<file path="config.mk">
export PLATFORM = sky130hd
export DESIGN_NAME = cpd_top
export DESIGN_NICKNAME = d
export VERILOG_FILES = /design/src/verilog/cpd_pkg.sv /design/src/verilog/cpd_pulse.sv /design/src/verilog/cpd_top.sv
export SDC_FILE = /design/constraint.sdc
export NUM_CORES = 1
export LEC_CHECK = 0
export BUFFER_PORTS_ARGS = -buffer_cell sky130_fd_sc_hd__buf_2
export CELL_PAD_IN_SITES_DETAIL_PLACEMENT = 0
export CELL_PAD_IN_SITES_GLOBAL_PLACEMENT = 1
export CORE_UTILIZATION = 35
export DETAILED_ROUTE_END_ITERATION = 6
export PLACE_DENSITY_LB_ADDON = 0.1
export SLEW_MARGIN = 20
export SYNTH_ARGS = -nofsm -noshare
export SYNTH_HDL_FRONTEND = slang
export SYNTH_SLANG_ARGS = --single-unit
</file>
<file path="constraint.sdc">
create_clock -name mclk -period 6.15 [get_ports mclk]
set_input_delay 1.23 -clock mclk [delete_from_list [all_inputs] [get_ports mclk]]
set_output_delay 1.23 -clock mclk [all_outputs]
set_load 0.02 [all_outputs]
</file>
<file path="src/verilog/cpd_pkg.sv">
// constants, codes and carrier types for the charger port-detect block
// assumes one 250 MHz clock and decoded register accesses from the serial port
package cpd_pkg;
   // clock and timing
   localparam int CLK_MHZ        = 250;
   localparam int STAT_PULSE_US  = 256;
   localparam int STAT_PULSE_CYC = STAT_PULSE_US * CLK_MHZ;
   localparam int DCD_TMO_CYC    = 3000;      // plain default, data contact wait
   localparam int WDOG_CYC       = 1000000;   // plain default, host watchdog
   // register offsets and fields
   localparam logic [7:0] DET_CTRL_OFS  = 8'h04;
   localparam logic [7:0] BIAS_CTRL_OFS = 8'h07;
   localparam int FORCE_BIT    = 4;
   localparam int CLRBIAS_BIT  = 4;
   localparam int HOSTMODE_BIT = 7;
   localparam int BIAS_BIT     = 0;
   localparam logic [7:0] RD_RESET = 8'h00;
   // number of feedback loops
   localparam int NUM_LOOPS = 6;

   // input current limit selections
   typedef enum logic [3:0] {
      LIM_100  = 4'h0,
      LIM_150  = 4'h1,
      LIM_500  = 4'h2,
      LIM_900  = 4'h3,
      LIM_1500 = 4'h4,
      LIM_2000 = 4'h5,
      LIM_EXT  = 4'h6,
      LIM_HIZ  = 4'h7,
      LIM_REG  = 4'h8
   } cpd_lim_t;

   // input voltage regulation threshold selections
   typedef enum logic [1:0] {
      INPUT_THRESHOLD_DIVIDER_PIN_436  = 2'h0,
      INPUT_THRESHOLD_DIVIDER_PIN_EXT  = 2'h1,
      INPUT_THRESHOLD_DIVIDER_PIN_NONE = 2'h2,
      INPUT_THRESHOLD_DIVIDER_PIN_REG  = 2'h3
   } cpd_input_threshold_divider_pin_t;

   // charge timer selections
   typedef enum logic [1:0] {
      TMR_6H   = 2'h0,
      TMR_45M  = 2'h1,
      TMR_NONE = 2'h2,
      TMR_REG  = 2'h3
   } cpd_tmr_t;

   // detected port kinds
   typedef enum logic [2:0] {
      PT_NONE = 3'h0,
      PT_DCP  = 3'h1,
      PT_CDP  = 3'h2,
      PT_SDP  = 3'h3,
      PT_NSA  = 3'h4
   } cpd_port_t;

   // detection states
   typedef enum logic [2:0] {
      DET_IDLE = 3'b000,
      DET_DCD  = 3'b001,
      DET_PRI  = 3'b010,
      DET_SCD  = 3'b011,
      DET_SSN  = 3'b100,
      DET_NSA  = 3'b101,
      DET_CFG  = 3'b110,
      DET_DONE = 3'b111
   } cpd_det_t;

   // one configuration set handed to the power stage
   typedef struct packed {
      cpd_lim_t  lim;
      cpd_input_threshold_divider_pin_t input_threshold_divider_pin;
      cpd_tmr_t  tmr;
   } cpd_cfg_t;
endpackage

</file>
<file path="src/verilog/cpd_pulse.sv">
// one-shot pulse of a fixed number of clock cycles
// assumes trig is a one-cycle event on mclk
`timescale 1ns/10ps
module cpd_pulse #(
   parameter int CYCLES = 64000
) (
   // clock and reset
   input  wire logic mclk,
   input  wire logic arst_n,
   // event in, pulse out
   input  wire logic trig,
   output logic      active
);
   initial begin
      if (CYCLES < 1) $error("pulse length must be at least one cycle");
   end

   logic [31:0] cnt_r;   // cycles left in the pulse

   ////////////////////////////////////////////////////////////////////////
   // count down; a new event while busy is absorbed, giving one pulse
   always_ff @(posedge mclk or negedge arst_n) begin
      if (!arst_n) begin
         cnt_r <= 32'h0;
      end else if (trig && cnt_r == 32'h0) begin
         cnt_r <= 32'(CYCLES);
      end else if (cnt_r != 32'h0) begin
         cnt_r <= cnt_r - 32'h1;
      end
   end

   assign active = (cnt_r != 32'h0);
endmodule

</file>
<file path="src/verilog/cpd_top.sv">
// input limit selection, host/standalone handoff and port detection
// assumes comparator results and register accesses synchronous to mclk
`timescale 1ns/10ps
module cpd_top #(
   parameter int STAT_CYC = cpd_pkg::STAT_PULSE_CYC,
   parameter int DCD_CYC  = cpd_pkg::DCD_TMO_CYC,
   parameter int WDOG_CYC = cpd_pkg::WDOG_CYC
) (
   // clock and reset
   input  wire logic                                 mclk,
   input  wire logic                                 arst_n,
   // decoded register access
   input  wire logic                                 regWr,
   input  wire logic                                 regRd,
   input  wire logic [7:0]                           regAddr,
   input  wire logic [7:0]                           regWrData,
   output logic      [7:0]                           regRdData,
   // limit pins and resistor pin shorts
   input  wire logic [2:0]                           limitSel,
   input  wire logic                                 ilimShort,
   input  wire logic                                 vdpmShort,
   input  wire logic                                 isetShort,
   // supply and battery state
   input  wire logic                                 battGood,
   input  wire logic                                 inputGood,
   input  wire logic                                 vbusPresent,
   input  wire logic                                 charging,
   input  wire logic                                 faultIn,
   // data-line comparator results
   input  wire logic                                 dcdContact,
   input  wire logic                                 priChargePort,
   input  wire logic                                 secIsDcp,
   input  wire logic                                 secIsSdp,
   input  wire logic                                 nsaPass,
   // feedback loop duty demands
   input  wire logic [cpd_pkg::NUM_LOOPS-1:0][7:0]   loopDuty,
   // configuration to power stage
   output cpd_pkg::cpd_cfg_t                         cfgOut,
   output logic                                      usb3Mode,
   output logic                                      chargeSuspend,
   output logic      [2:0]                           activeLoop,
   output logic                                      hostMode,
   output logic                                      dpBiasEn,
   // open-drain status pin
   output logic                                      statOut,
   output logic                                      statOe_n
);
   initial begin
      if (STAT_CYC < 1 || DCD_CYC < 1 || WDOG_CYC < 1)
         $error("timing counts must be at least one cycle");
   end

   ////////////////////////////////////////////////////////////////////////
   // declarations
   cpd_pkg::cpd_det_t  detSt_r;      // detection state
   cpd_pkg::cpd_det_t  detSt_nxt;
   cpd_pkg::cpd_port_t port_r;       // detected port kind
   cpd_pkg::cpd_cfg_t  detCfg_r;     // held detection result
   cpd_pkg::cpd_cfg_t  cfg_r;        // applied configuration
   cpd_pkg::cpd_cfg_t  cfg_nxt;
   logic        hostMode_r;          // register settings in force
   logic        wrSeen_r;            // a write arrived before supply good
   logic        supplyGood;          // battery or input good
   logic        supplyGood_r;
   logic        wdogExp;             // watchdog expiry event
   logic [31:0] wdogCnt_r;
   logic        forceDet_r;          // forced detection request
   logic        vbus_r;
   logic        vbusRise;
   logic        detGo;               // start detection
   logic [31:0] dcdCnt_r;
   logic        dcdTmo;
   logic        detDone_r;           // detection result valid
   logic        dpBias_r;
   logic        clrBiasWr;
   logic        forceWr;
   logic        usb3_r;
   logic        suspend_r;
   logic [2:0]  loop_r;
   logic [2:0]  loopMin;
   logic [7:0]  rdData_r;
   logic        faultLvl_r;
   logic        faultEvt;
   logic        pulseActive;
   logic        statOe_n_r;

   assign supplyGood = battGood | inputGood;
   assign vbusRise   = vbusPresent & ~vbus_r;
   assign forceWr    = regWr && regAddr == cpd_pkg::DET_CTRL_OFS
                       && regWrData[cpd_pkg::FORCE_BIT];
   assign clrBiasWr  = regWr && regAddr == cpd_pkg::BIAS_CTRL_OFS
                       && regWrData[cpd_pkg::CLRBIAS_BIT];
   assign wdogExp    = hostMode_r && wdogCnt_r == 32'(WDOG_CYC - 1);
   assign dcdTmo     = dcdCnt_r == 32'(DCD_CYC - 1);
   assign detGo      = vbusRise & (~hostMode_r | forceDet_r);

   ////////////////////////////////////////////////////////////////////////
   // edge history of supply, vbus and faults
   always_ff @(posedge mclk or negedge arst_n) begin
      if (!arst_n) begin
         supplyGood_r <= 1'b0;
         vbus_r       <= 1'b0;
         faultLvl_r   <= 1'b0;
      end else begin
         supplyGood_r <= supplyGood;
         vbus_r       <= vbusPresent;
         faultLvl_r   <= faultIn | isetShort;
      end
   end
   assign faultEvt = (faultIn | isetShort) & ~faultLvl_r;

   ////////////////////////////////////////////////////////////////////////
   // host mode: entered by writes, left on watchdog expiry
   always_ff @(posedge mclk or negedge arst_n) begin
      if (!arst_n) begin
         hostMode_r <= 1'b0;
         wrSeen_r   <= 1'b0;
      end else begin
         if (regWr) begin
            wrSeen_r <= 1'b1;
         end
         if (wdogExp && !regWr) begin
            hostMode_r <= 1'b0;
            wrSeen_r   <= 1'b0;
         end else if (supplyGood && (regWr || (!supplyGood_r && wrSeen_r))) begin
            hostMode_r <= 1'b1;
         end
      end
   end

   ////////////////////////////////////////////////////////////////////////
   // watchdog counter, restarted by every write
   always_ff @(posedge mclk or negedge arst_n) begin
      if (!arst_n) begin
         wdogCnt_r <= 32'h0;
      end else if (regWr || !hostMode_r || wdogExp) begin
         wdogCnt_r <= 32'h0;
      end else begin
         wdogCnt_r <= wdogCnt_r + 32'h1;
      end
   end

   ////////////////////////////////////////////////////////////////////////
   // forced detection request; a new write wins over the hardware clear
   always_ff @(posedge mclk or negedge arst_n) begin
      if (!arst_n) begin
         forceDet_r <= 1'b0;
      end else if (forceWr) begin
         forceDet_r <= 1'b1;
      end else if (detGo) begin
         forceDet_r <= 1'b0;
      end
   end

   ////////////////////////////////////////////////////////////////////////
   // next detection state
   always_comb begin
      detSt_nxt = detSt_r;
      unique case (detSt_r)
         cpd_pkg::DET_IDLE: begin
            if (detGo) detSt_nxt = cpd_pkg::DET_DCD;
         end
         cpd_pkg::DET_DCD: begin
            if (dcdContact) detSt_nxt = cpd_pkg::DET_PRI;
            else if (dcdTmo) detSt_nxt = cpd_pkg::DET_NSA;
         end
         cpd_pkg::DET_PRI: begin
            detSt_nxt = priChargePort ? cpd_pkg::DET_SCD : cpd_pkg::DET_SSN;
         end
         cpd_pkg::DET_SCD: detSt_nxt = cpd_pkg::DET_CFG;
         cpd_pkg::DET_SSN: detSt_nxt = cpd_pkg::DET_CFG;
         cpd_pkg::DET_NSA: begin
            detSt_nxt = nsaPass ? cpd_pkg::DET_CFG : cpd_pkg::DET_PRI;
         end
         cpd_pkg::DET_CFG: detSt_nxt = cpd_pkg::DET_DONE;
         // hold until removal or new insertion
         cpd_pkg::DET_DONE: begin
            if (detGo) detSt_nxt = cpd_pkg::DET_DCD;
         end
      endcase
      if (!vbusPresent) detSt_nxt = cpd_pkg::DET_IDLE;
   end

   ////////////////////////////////////////////////////////////////////////
   // detection state and contact timer
   always_ff @(posedge mclk or negedge arst_n) begin
      if (!arst_n) begin
         detSt_r  <= cpd_pkg::DET_IDLE;
         dcdCnt_r <= 32'h0;
      end else begin
         detSt_r <= detSt_nxt;
         if (detSt_r == cpd_pkg::DET_DCD && !dcdTmo) begin
            dcdCnt_r <= dcdCnt_r + 32'h1;
         end else begin
            dcdCnt_r <= 32'h0;
         end
      end
   end

   ////////////////////////////////////////////////////////////////////////
   // port classification
   always_ff @(posedge mclk or negedge arst_n) begin
      if (!arst_n) begin
         port_r <= cpd_pkg::PT_NONE;
      end else if (detSt_r == cpd_pkg::DET_IDLE) begin
         port_r <= cpd_pkg::PT_NONE;
      end else if (detSt_r == cpd_pkg::DET_SCD) begin
         port_r <= secIsDcp ? cpd_pkg::PT_DCP : cpd_pkg::PT_CDP;
      end else if (detSt_r == cpd_pkg::DET_SSN) begin
         // unidentified aca lands here as nonstandard
         port_r <= secIsSdp ? cpd_pkg::PT_SDP : cpd_pkg::PT_NSA;
      end else if (detSt_r == cpd_pkg::DET_NSA && nsaPass) begin
         port_r <= cpd_pkg::PT_NSA;
      end
   end

   ////////////////////////////////////////////////////////////////////////
   // detection configuration, held while the port stays in
   always_ff @(posedge mclk or negedge arst_n) begin
      if (!arst_n) begin
         detCfg_r  <= '{cpd_pkg::LIM_500, cpd_pkg::INPUT_THRESHOLD_DIVIDER_PIN_436, cpd_pkg::TMR_6H};
         detDone_r <= 1'b0;
      end else if (detSt_r == cpd_pkg::DET_IDLE) begin
         detDone_r <= 1'b0;
      end else if (detSt_r == cpd_pkg::DET_CFG) begin
         detDone_r     <= 1'b1;
         detCfg_r.input_threshold_divider_pin <= cpd_pkg::INPUT_THRESHOLD_DIVIDER_PIN_436;
         unique case (port_r)
            cpd_pkg::PT_DCP: begin
               detCfg_r.lim <= ilimShort ? cpd_pkg::LIM_2000 : cpd_pkg::LIM_EXT;
               detCfg_r.tmr <= cpd_pkg::TMR_6H;
            end
            cpd_pkg::PT_CDP: begin
               detCfg_r.lim <= battGood ? cpd_pkg::LIM_1500 : cpd_pkg::LIM_100;
               detCfg_r.tmr <= battGood ? cpd_pkg::TMR_6H : cpd_pkg::TMR_45M;
            end
            cpd_pkg::PT_SDP: begin
               detCfg_r.lim <= battGood ? cpd_pkg::LIM_HIZ : cpd_pkg::LIM_100;
               detCfg_r.tmr <= battGood ? cpd_pkg::TMR_NONE : cpd_pkg::TMR_45M;
            end
            default: begin
               detCfg_r.lim <= cpd_pkg::LIM_500;
               detCfg_r.tmr <= cpd_pkg::TMR_6H;
            end
         endcase
      end
   end

   ////////////////////////////////////////////////////////////////////////
   // d+ bias for the dead battery wakeup period
   always_ff @(posedge mclk or negedge arst_n) begin
      if (!arst_n) begin
         dpBias_r <= 1'b0;
      end else if (detSt_r == cpd_pkg::DET_CFG && !battGood
                   && (port_r == cpd_pkg::PT_CDP || port_r == cpd_pkg::PT_SDP)) begin
         dpBias_r <= 1'b1;
      end else if ((clrBiasWr && battGood) || !vbusPresent) begin
         dpBias_r <= 1'b0;
      end
   end

   ////////////////////////////////////////////////////////////////////////
   // applied configuration: host, detection or pins
   always_comb begin
      cfg_nxt = '{cpd_pkg::LIM_500, cpd_pkg::INPUT_THRESHOLD_DIVIDER_PIN_436, cpd_pkg::TMR_6H};
      if (hostMode_r) begin
         cfg_nxt = '{cpd_pkg::LIM_REG, cpd_pkg::INPUT_THRESHOLD_DIVIDER_PIN_REG, cpd_pkg::TMR_REG};
      end else if (detDone_r) begin
         cfg_nxt = detCfg_r;
      end else begin
         unique case (limitSel[1:0])
            2'b00: cfg_nxt.lim = limitSel[2] ? cpd_pkg::LIM_900 : cpd_pkg::LIM_500;
            2'b10: cfg_nxt.lim = limitSel[2] ? cpd_pkg::LIM_150 : cpd_pkg::LIM_100;
            2'b01: begin
               cfg_nxt.lim  = ilimShort ? cpd_pkg::LIM_2000 : cpd_pkg::LIM_EXT;
               cfg_nxt.input_threshold_divider_pin = vdpmShort ? cpd_pkg::INPUT_THRESHOLD_DIVIDER_PIN_436 : cpd_pkg::INPUT_THRESHOLD_DIVIDER_PIN_EXT;
            end
            2'b11: begin
               cfg_nxt.lim  = cpd_pkg::LIM_HIZ;
               cfg_nxt.input_threshold_divider_pin = cpd_pkg::INPUT_THRESHOLD_DIVIDER_PIN_NONE;
            end
         endcase
      end
   end

   ////////////////////////////////////////////////////////////////////////
   // smallest duty demand wins
   always_comb begin
      loopMin = 3'h0;
      for (int i = 1; i < cpd_pkg::NUM_LOOPS; i++) begin
         if (loopDuty[i] < loopDuty[loopMin]) loopMin = 3'(i);
      end
   end

   ////////////////////////////////////////////////////////////////////////
   // registered outputs to the power stage
   always_ff @(posedge mclk or negedge arst_n) begin
      if (!arst_n) begin
         cfg_r     <= '{cpd_pkg::LIM_500, cpd_pkg::INPUT_THRESHOLD_DIVIDER_PIN_436, cpd_pkg::TMR_6H};
         usb3_r    <= 1'b0;
         suspend_r <= 1'b0;
         loop_r    <= 3'h0;
      end else begin
         cfg_r     <= cfg_nxt;
         usb3_r    <= limitSel[2];
         suspend_r <= isetShort;
         loop_r    <= loopMin;
      end
   end

   ////////////////////////////////////////////////////////////////////////
   // register read data
   always_ff @(posedge mclk or negedge arst_n) begin
      if (!arst_n) begin
         rdData_r <= cpd_pkg::RD_RESET;
      end else if (regRd) begin
         rdData_r <= cpd_pkg::RD_RESET;
         if (regAddr == cpd_pkg::DET_CTRL_OFS) begin
            rdData_r[cpd_pkg::HOSTMODE_BIT] <= hostMode_r;
            rdData_r[cpd_pkg::FORCE_BIT]    <= forceDet_r;
            rdData_r[2:0]                   <= port_r;
         end else if (regAddr == cpd_pkg::BIAS_CTRL_OFS) begin
            rdData_r[cpd_pkg::BIAS_BIT] <= dpBias_r;
         end
      end
   end

   ////////////////////////////////////////////////////////////////////////
   // fault pulse on status pin
   cpd_pulse #(
      .CYCLES (STAT_CYC)
   ) uFaultPulse (
      .mclk   (mclk),
      .arst_n (arst_n),
      .trig   (faultEvt),
      .active (pulseActive)
   );

   always_ff @(posedge mclk or negedge arst_n) begin
      if (!arst_n) begin
         statOe_n_r <= 1'b1;
      end else begin
         statOe_n_r <= ~(pulseActive | (charging & ~suspend_r));
      end
   end

   assign cfgOut        = cfg_r;
   assign usb3Mode      = usb3_r;
   assign chargeSuspend = suspend_r;
   assign activeLoop    = loop_r;
   assign hostMode      = hostMode_r;
   assign dpBiasEn      = dpBias_r;
   assign regRdData     = rdData_r;
   assign statOut       = 1'b0;
   assign statOe_n      = statOe_n_r;

   ////////////////////////////////////////////////////////////////////////
   // checks
   a_pin_default: assert property (@(posedge mclk) disable iff (!arst_n)
      (!hostMode_r && !detDone_r && limitSel == 3'b000)
      |=> cfg_r.lim == cpd_pkg::LIM_500 && cfg_r.input_threshold_divider_pin == cpd_pkg::INPUT_THRESHOLD_DIVIDER_PIN_436)
      else $error("pin pattern 000 not applied");

   a_input_limit_resistor_pin_short: assert property (@(posedge mclk) disable iff (!arst_n)
      (!hostMode_r && !detDone_r && limitSel[1:0] == 2'b01 && ilimShort)
      |=> cfg_r.lim == cpd_pkg::LIM_2000)
      else $error("shorted limit pin default missing");

   a_charge_current_resistor_pin_suspend: assert property (@(posedge mclk) disable iff (!arst_n)
      isetShort |=> chargeSuspend)
      else $error("charging not suspended");

   a_wdog_exit: assert property (@(posedge mclk) disable iff (!arst_n)
      (wdogExp && !regWr) |=> !hostMode)
      else $error("host mode kept after watchdog");

   a_dcd_entry: assert property (@(posedge mclk) disable iff (!arst_n)
      (detSt_r == cpd_pkg::DET_IDLE && vbusRise && !hostMode_r)
      |=> detSt_r == cpd_pkg::DET_DCD)
      else $error("contact detect not entered");

   a_dcd_timeout: assert property (@(posedge mclk) disable iff (!arst_n)
      (detSt_r == cpd_pkg::DET_DCD && dcdTmo && !dcdContact && vbusPresent)
      |=> detSt_r == cpd_pkg::DET_NSA)
      else $error("timeout did not reach nonstandard check");

   a_dead_cdp: assert property (@(posedge mclk) disable iff (!arst_n)
      (detSt_r == cpd_pkg::DET_CFG && port_r == cpd_pkg::PT_CDP && !battGood
       && vbusPresent && !hostMode_r)
      |=> ##1 cfg_r.lim == cpd_pkg::LIM_100 && cfg_r.tmr == cpd_pkg::TMR_45M)
      else $error("dead battery cdp setting wrong");

   a_bias_clear: assert property (@(posedge mclk) disable iff (!arst_n)
      (clrBiasWr && battGood && detSt_r != cpd_pkg::DET_CFG) |=> !dpBiasEn)
      else $error("d+ bias not cleared");

   a_fault_pulse: assert property (@(posedge mclk) disable iff (!arst_n)
      (faultEvt && !pulseActive) |=> ##1 !statOe_n [*8])
      else $error("fault pulse not driven");

   a_loop_min: assert property (@(posedge mclk) disable iff (!arst_n)
      $stable(loopDuty) |-> loopDuty[activeLoop] <= loopDuty[0]
      && loopDuty[activeLoop] <= loopDuty[1] && loopDuty[activeLoop] <= loopDuty[2]
      && loopDuty[activeLoop] <= loopDuty[3] && loopDuty[activeLoop] <= loopDuty[4]
      && loopDuty[activeLoop] <= loopDuty[5])
      else $error("active loop not minimum");
endmodule

</file>
; Word level (Yosys, flattened, before mapping)
; Index checks and enable logic that the tools add are counted.
[totals]
ff_bits = 135
in_bits = 84
output_inout_bits = 25
elab_cells = 168
[op_classes]
n_addsub = 3
n_lt_le_gt_ge = 9
n_eq_ne = 19
mux = 60
n_bitwise = 14
n_reduce_logical = 40
[op_table]
columns = op, count
row1 = $mux W32, 4
row2 = $bmux W8 S3, 4
row3 = $add A32 B1 Y32 const B, 2
row4 = $mux W3, 17
row5 = $lt A8 B8 Y1, 5
row6 = $mux W8, 5
row7 = $eq A32 B12 Y1 const B, 1
row8 = $eq A32 B20 Y1 const B, 1
row9 = $logic_not A32 Y1, 1
row10 = $reduce_bool A32 Y1, 1
row11 = $sub A32 B1 Y32 const B, 1
row12 = $mux W1, 19
row13 = $pmux W3 S6, 1
row14 = $eq A8 B3 Y1 const B, 2
row15 = $lt A3 B4 Y1 const B, 4
row16 = $pmux W4 S4, 1
row17 = $logic_and A1 B1 Y1, 14
row18 = $eq A3 B2 Y1 const B, 4
row19 = $eq A3 B3 Y1 const B, 4
row20 = $reduce_bool A2 Y1, 6
row21 = $mux W2, 5
row22 = $pmux W3 S3, 1
row23 = $pmux W2 S2, 2
row24 = $eq A3 B1 Y1 const B, 2
row25 = 15 further kinds, 38

; Depth between registers and ports, before layout
; Gate-level depths: netlist (run 1).
[logic_depth]
depth_word = 18
ltp_mapped = 38
depth_no_buf = 35

; Modules after synthesis
; From an unflattened synthesis (run 1), not the netlist that was laid out.
[unflattened]
cells_unflattened = 856
hier_area_um2 = 8001.4
[modules_own_cells]
columns = module, n_inst, cells_per_inst, area_each_um2, seq_area_each_um2
row1 = cpd_top, 1, 702, 6374.9, 2556.2
row2 = cpd_pulse, 1, 154, 1626.6, 800.8

; Worst setup path after synthesis (run 1)
; Ideal clock, no wire load.
[synth_path]
path_kind = input -> register
start = input port loopDuty[7] (netlist name)
end = register loop_r[1], in the netlist activeLoop[1]
setup_time_ns = 0.122
arrival_time_ns = 8.751
t_required_ns = 6.028
setup_slack_ns = -2.724
cell_stages = 37
path_buffers = 2
path_cell_list = inv_1 -> ha_1 -> a21oi_1 -> o221a_2 -> o21a_1 -> buf_2 -> mux2i_1 -> ha_1 -> a211o_1 -> nor2_1 -> o21ai_0 -> a31oi_1 -> buf_2 -> mux2i_1 -> inv_1 -> ha_1 -> a21o_1 -> a21o_1 -> a211o_1 -> a31oi_2 -> a21oi_4 -> mux2i_1 -> ha_1 -> a21o_1 -> a21o_1 -> a21oi_1 -> nand2_1 -> o41ai_4 -> mux2_2 -> ha_1 -> a21o_1 -> a21o_1 -> a31oi_1 -> a21o_1 -> nor2b_1 -> o221ai_1 -> and4b_2
[synth_via]
elab_chain_len = 18
[synth_lines]
columns = element, line_no
row1 = "start, declared", cpd_top.sv:36  ; input wire logic [cpd_pkg::NUM_LOOPS-1:0][7:0] loopDuty,
row2 = $lt A8 B8 Y1, cpd_top.sv:291  ; if (loopDuty[i] < loopDuty[loopMin]) loopMin = 3'(i);
row3 = $mux W1, cpd_top.sv:291
row4 = $bmux W8 S3, cpd_top.sv:291
row5 = $mux W8 (not written as such), cpd_top.sv:291
row6 = $lt A8 B8 Y1, cpd_top.sv:291
row7 = $mux W3, cpd_top.sv:291
row8 = $bmux W8 S3, cpd_top.sv:291
row9 = $mux W8 (not written as such), cpd_top.sv:291
row10 = [... 3 more ...], --
row11 = $mux W8 (not written as such), cpd_top.sv:291
row12 = $lt A8 B8 Y1, cpd_top.sv:291
row13 = $mux W3, cpd_top.sv:291
row14 = $bmux W8 S3, cpd_top.sv:291
row15 = $mux W8 (not written as such), cpd_top.sv:291
row16 = $lt A8 B8 Y1, cpd_top.sv:291
row17 = $mux W3 (*), cpd_top.sv:291
row18 = via loopMin[1], cpd_top.sv:80  ; logic [2:0] loopMin;
row19 = "end signal, assigned", cpd_top.sv:307  ; loop_r <= loopMin;
row20 = "end, declared", cpd_top.sv:79  ; logic [2:0] loop_r;
; The timed path passes the listed nets; every way through them passes the cells marked *. The select of a mux whose other input is x is not followed.
; A chain may end at the register's enable or synchronous reset.

; Worst setup path after layout (run 1)
[layout_path]
start = input port loopDuty[13] (netlist name)
end = register loop_r[1], in the netlist activeLoop[1]
; The elaborated chain is that of the path after synthesis.

==> flow_summary.json, run 1 <==
{
  "num-nets-final": 1147,
  "dr.first_iter.drc_count": 230,
  "yosys.area_share.simple": 0.2197,
  "dp_hpwl_mm": 14.44,
  "syn_area_per_cell_um2": 9.409,
  "slowest_delay_ns": 0.36,
  "layout_commonest_cell": "dfrtp_1",
  "tightest_slew_ns": 0.9699,
  "syn_to_final_growth_pct": 34.30,
  "crit_path_max_fanout": 7,
  "cts_buffer_depth": 2,
  "detail_route.first_pass.iterations": 5,
  "antenna_found_initial": 0,
  "grt_pass1_vias": 6831,
  "ioPinCount": 109,
  "antenna_left": 0,
  "synth_area_mm2": 0.007744,
  "fin_crit_ns": 8.048,
  "synth_cell_types": 74,
  "final_cell_mix": "dfrtp_1, nor2_1, buf_4",
  "post-route-util": 0.4780,
  "vias": 6615,
  "setup_violations": 3,
  "syn_inst": 823,
  "cts_tree": "built",
  "hold_violations": 0,
  "die_w_um": 150.7,
  "layout-drive-gt1-share": 0.3131,
  "synth-seq-cells": 134,
  "cp-end-kind": "register",
  "grt_util_met1": 0.2254,
  "path_class": "input pin to register",
  "cts.sinks": 134,
  "min_path_type": "register to register",
  "drc_errors": 0,
  "overflow": 0,
  "coreArea_mm2": 0.02176,
  "final_max_slew_viol_count": 0,
  "cts_made_buffers": 17,
  "finalPower_uw": 2707,
  "finalWeightedCongestion": 0.7895,
  "synth_top_family_by_area": "simple AND/OR/NAND/NOR gates",
  "start_kind": "input pin",
  "clock.fmax_mhz": 124.2,
  "use_met2": 0.3041,
  "worstPathArrival_ns": 8.36,
  "initial_core_util": 0.3559,
  "async_flop_share": 1.000,
  "synth-seq-area-share": 0.4335,
  "dieArea_mm2": 0.02272,
  "min_period_over_period": 1.309,
  "leakagePower_uw": 0.004693,
  "crit_required_ns": 6.46,
  "h-tree-depth": 4,
  "fin_worst_skew_ns": 0.008359,
  "post_dp_cell_area_mm2": 0.009179,
  "grt.total_usage": 0.1815,
  "synth_edf_count": 0,
  "outcome": "finished, violations left",
  "wl_per_cell_um": 14.79,
  "clk-insertion-delay-late_ns": 0.42,
  "cts_hold_buf": 0,
  "cp_slowest_cell": "a211o_1",
  "fillerInstances": 2035,
  "place_ws_ns": -2.779,
  "peakVddDrop_mv": 0.1480,
  "synth_xor_area_frac": 0.08822,
  "wl_mm": 19.51,
  "path_common_cell": "a21o_1",
  "power-per-cell-area_mw_per_mm2": 260.3,
  "avgViaCountPerCell": 5.015,
  "port_buffers": 97,
  "synth_compound_area_frac": 0.1076,
  "synth_top_flop_cell": "dfrtp_1",
  "core.rowCount": 54,
  "violations": "setup timing",
  "final_cell_area_mm2": 0.01040,
  "die_h_um": 150.7,
  "grt-busiest-layer": "met2",
  "clk_pin_slew_ns": 0.06,
  "hold-worst-slack_ns": 0.4648,
  "yosysWarnings": 0,
  "synthAdderAreaFrac": 0.06140,
  "rsz0062_at_grt": "yes",
  "maxCapViolations": 0,
  "grt_pass1_wl_mm": 32.31,
  "grtUsageMet3": 0.04242,
  "relSlewSlack": 0.3475,
  "synth.area.mux_share": 0.05122,
  "setup_slack_ns": -1.898,
  "root_buffer": "clkbuf_16",
  "grt_max_degree": 76
}
## repair_timing
item                                    CTS  global route
resized for setup                        52            28
buffers inserted                         24             5
endpoints found under the setup margin    3             3
pin swaps                                20             5
## through the flow
step	std cells	setup TNS, ns
4_1_cts	1313	-5.204
6_report	1319	-5.599
2_1_floorplan	826	-6.212
3_5_place_dp	1257	-8.230
5_1_grt	1318	-6.360
3_3_place_gp	1257	-7.482
## worst max-delay path: cells and delay by family
family / cells / cell delay, ns
AO/OA/AOI/OAI: 18 / 3.36
buffers and inverters: 6 / 0.74
AND/OR/NAND/NOR: 5 / 0.80
multiplexers: 4 / 0.95
adder cells (fa/ha/maj): 5 / 1.24
## state kept, by name, indices dropped and copies added, names as in the netlist, 3 cells and up
register,cells
activeLoop,3
cfgOut,8
dcdCnt_r,32
detCfg_r,5
detSt_r,3
port_r,3
regRdData,5
uFaultPulse.cnt_r,32
wdogCnt_r,32
## where the power goes
group / switching, uW / internal, uW / total, uW
sequential: 25.1 / 916 / 941
combinational: 333 / 388 / 721
clock: 426 / 619 / 1050
## worst paths after layout
kind / startpoint / end / slack, ns / cells past startpoint
setup / recovery: loopDuty[13] / activeLoop[1]$_DFF_PN0_ / -1.90 / 38
hold / removal: wdogCnt_r[0]$_DFF_PN0_ / wdogCnt_r[0]$_DFF_PN0_ / 0.46 / 1
setup reg to reg: uFaultPulse.cnt_r[14]$_DFFE_PN0P_ / uFaultPulse.cnt_r[30]$_DFFE_PN0P_ / 3.44 / 7
hold reg to reg: wdogCnt_r[0]$_DFF_PN0_ / wdogCnt_r[0]$_DFF_PN0_ / 0.46 / 1
max in group asynchronous: arst_n / dcdCnt_r[21]$_DFF_PN0_ / 4.02 / 2
min in group asynchronous: arst_n / wdogCnt_r[27]$_DFF_PN0_ / 0.81 / 1
## synthesized netlist by cell type, types with 3 or more instances
cell | n | share of area
nor4_1 | 19 | 0.015
or3_1 | 6 | 0.0048
nor4b_1 | 5 | 0.0057
a21o_1 | 8 | 0.0078
nand3_1 | 26 | 0.017
nor3_1 | 17 | 0.011
nand2b_1 | 7 | 0.0057
nor2b_1 | 11 | 0.0089
nand3b_1 | 5 | 0.0048
xor2_1 | 53 | 0.060
a211oi_1 | 4 | 0.0039
mux2i_1 | 27 | 0.035
and3_1 | 9 | 0.0073
dfrtp_1 | 131 | 0.42
xnor2_1 | 25 | 0.028
and4_1 | 6 | 0.0068
nand2_1 | 73 | 0.035
buf_4 | 4 | 0.0039
a31oi_1 | 6 | 0.0048
o21ai_0 | 25 | 0.016
inv_1 | 54 | 0.026
mux2_2 | 10 | 0.015
and2_1 | 3 | 0.0024
ha_1 | 38 | 0.061
o31ai_1 | 4 | 0.0039
clkbuf_1 | 11 | 0.0053
a21oi_1 | 30 | 0.019
o21a_1 | 8 | 0.0078
nor2_1 | 111 | 0.054
nand4_1 | 29 | 0.023
a211o_1 | 3 | 0.0034
dfstp_2 | 3 | 0.010
## layer usage
| layer | vias up | wire, um |
|---|---|---|
| met5 | - | 0 |
| met4 | 0 | 389 |
| met3 | 26 | 670 |
| met2 | 115 | 9373 |
| met1 | 3177 | 9075 |
| li1 | 3297 | - |
## layout make-up
class | count | area [um^2] | area share
inverters | 54 | 210.2 | 0.02021
flip-flops and latches | 134 | 3357 | 0.3228
repair buffers | 199 | 1334 | 0.1282
multi-input cells | 619 | 4543 | 0.4368
diodes | 1 | 2.502 | 0.0002406
clock inverters | 14 | 163.9 | 0.01576
clock buffers | 18 | 439.2 | 0.04223
well taps | 280 | 350.3 | 0.03369
## cells by family after synthesis
group,Yosys count
buffers and inverters,73
adders and majority gates,38
muxes,38
DFF,134
AOI/OAI and AO/OA,119
and+or+nand+nor,342
xor gates and xnor gates,78
other,1
Power figures use the tool's default switching activity.
==> inputs of run 2 (changes only) <==
==> constraint.sdc (replaced) <==
create_clock -name mclk -period 6.15 [get_ports mclk]
set_input_delay 0 -clock mclk [delete_from_list [all_inputs] [get_ports mclk]]
set_output_delay 0 -clock mclk [all_outputs]
set_load 0.02 [all_outputs]
==> flow_summary.json, run 2 (same netlist as run 1, synthesis figures left out) <==
{
  "use_met2": 0.2977,
  "peakVddDrop_mv": 0.1303,
  "h-tree-depth": 4,
  "min_path_type": "input pin to register",
  "antenna_left": 0,
  "cts_made_buffers": 17,
  "outcome": "finished, violations left",
  "slowest_delay_ns": 0.34,
  "cp-end-kind": "register",
  "core.rowCount": 54,
  "fillerInstances": 2072,
  "vias": 6662,
  "grt-busiest-layer": "met2",
  "rrSetupSlack_ns": 3.53,
  "layout_commonest_cell": "dfrtp_1",
  "antenna_found_initial": 1,
  "path_common_cell": "a21o_1",
  "cts_tree": "built",
  "whs_endpoint": "port_r[2]$_DFFE_PN0P_",
  "grt_max_degree": 73,
  "tightest_slew_ns": 0.9343,
  "fin_crit_ns": 6.869,
  "final_max_slew_viol_count": 0,
  "hold_violations": 0,
  "drc_errors": 0,
  "cts_buffer_depth": 2,
  "clk-insertion-delay-late_ns": 0.42,
  "port_buffers": 97,
  "seq_area_mm2": 0.003357,
  "relSlewSlack": 0.3772,
  "min_period_over_period": 1.117,
  "cp_slowest_cell": "mux2_2",
  "r2r-start": "uFaultPulse.cnt_r[14]$_DFFE_PN0P_",
  "path_class": "input pin to register",
  "r2r-end": "uFaultPulse.cnt_r[26]$_DFFE_PN0P_",
  "dp_hpwl_mm": 14.54,
  "min-delay-start": "nsaPass",
  "reg_top3": "dcdCnt_r (32), uFaultPulse.cnt_r (32), wdogCnt_r (32)",
  "layout-drive-gt1-share": 0.2863,
  "grt_util_met1": 0.2332,
  "hold-worst-slack_ns": 0.02274,
  "clock.fmax_mhz": 145.6,
  "critPathBufInv": 5,
  "detail_route.first_pass.iterations": 4,
  "avgViaCountPerCell": 5.039,
  "maxCapViolations": 0,
  "power-per-cell-area_mw_per_mm2": 260.5,
  "dr.first_iter.drc_count": 236,
  "leakagePower_uw": 0.004692,
  "start_kind": "input pin",
  "initial_core_util": 0.3559,
  "multi_input_area_mm2": 0.004488,
  "worstPathArrival_ns": 7.17,
  "grt_pass1_vias": 6707,
  "setup_slack_ns": -0.7188,
  "ioPinCount": 109,
  "violations": "setup timing",
  "cp_num_cells": 37,
  "fin_worst_skew_ns": 0.01415,
  "crit_family": "compound AO/OA/AOI/OAI gates",
  "finalWeightedCongestion": 0.7891,
  "grtUsageMet3": 0.04182,
  "die_h_um": 150.7,
  "grt.total_usage": 0.1810,
  "setup_violations": 3,
  "cts.sinks": 134,
  "root_buffer": "clkbuf_16",
  "dieArea_mm2": 0.02272,
  "die_w_um": 150.7,
  "worstRegToRegCells": 6,
  "whs_path_depth": 4,
  "wl_per_cell_um": 14.77,
  "wl_mm": 19.53,
  "crit_path_max_fanout": 5,
  "syn_to_final_growth_pct": 34.30,
  "fin_setup_tns_ns": -2.084,
  "overflow": 0,
  "rsz0062_at_grt": "yes",
  "clk_pin_slew_ns": 0.06,
  "num-nets-final": 1150,
  "crit_required_ns": 6.45,
  "coreArea_mm2": 0.02176,
  "grt_pass1_wl_mm": 32.39,
  "final_cell_mix": "dfrtp_1, nor2_1, buf_2"
}
-- run 2: routing by layer --
| layer | vias up | wire length [um] |
|---|---|---|
| met2 | 101 | 9451 |
| met3 | 27 | 607 |
| met4 | 2 | 336 |
| met1 | 3223 | 9121 |
| met5 | - | 13 |
| li1 | 3309 | - |
-- run 2: worst max path at each step --
| stage | start | endpoint |
|---|---|---|
| 2_1_floorplan | loopDuty[5] | activeLoop[1]$_DFF_PN0_ |
| 3_3_place_gp | loopDuty[5] | activeLoop[1]$_DFF_PN0_ |
| 3_5_place_dp | loopDuty[5] | activeLoop[1]$_DFF_PN0_ |
| 4_1_cts | loopDuty[5] | activeLoop[1]$_DFF_PN0_ |
| 5_1_grt | loopDuty[1] | activeLoop[1]$_DFF_PN0_ |
| 6_report | loopDuty[15] | activeLoop[1]$_DFF_PN0_ |
-- run 2: what timing repair did --
action,CTS,global route
pin swaps,16,9
setup endpoints to repair,3,3
gates resized for setup,50,13
setup buffers,14,2
cloned,1,0
hold buffers,21,0
hold endpoints to repair,88,0
-- run 2: area by class of cell --
class	instances	share of cell area
Antenna cell	1	0.0002406
Clock buffer	19	0.04259
Clock inverter	13	0.01612
Inverter	54	0.02021
Multi-Input combinational cell	619	0.4315
Sequential cell	134	0.3228
Tap cell	280	0.03369
Timing Repair Buffer	202	0.1328
-- run 2: where the power goes --
| part | switching (uW) | leakage (uW) | internal (uW) |
|---|---|---|---|
| Combinational | 335 | 0.00265 | 381 |
| Clock | 398 | 0.000295 | 654 |
| Sequential | 24.7 | 0.00174 | 916 |
| Total | 758 | 0.00469 | 1950 |
-- run 2: stage by stage --
step	instance area, um^2	cells	total power (uW)	util	worst slack [ns]
2_1_floorplan	7884	826	1286	-	-0.9278
3_3_place_gp	9141	1252	1503	0.4202	-1.317
3_5_place_dp	9141	1252	1526	0.4202	-1.505
4_1_cts	10300	1319	2715	0.4736	-0.7053
5_1_grt	10400	1321	2849	0.4779	-1.011
6_report	10400	1322	2709	0.4780	-0.7188
-- run 2: worst reg2reg max path: stages, from the launching register on --
cell	delay [ns]
dfrtp_1	0.41
or4_4	0.56
nor4b_1	0.39
nand4_1	0.42
nand4_1	0.44
nor3_2	0.11
xor2_1	0.15
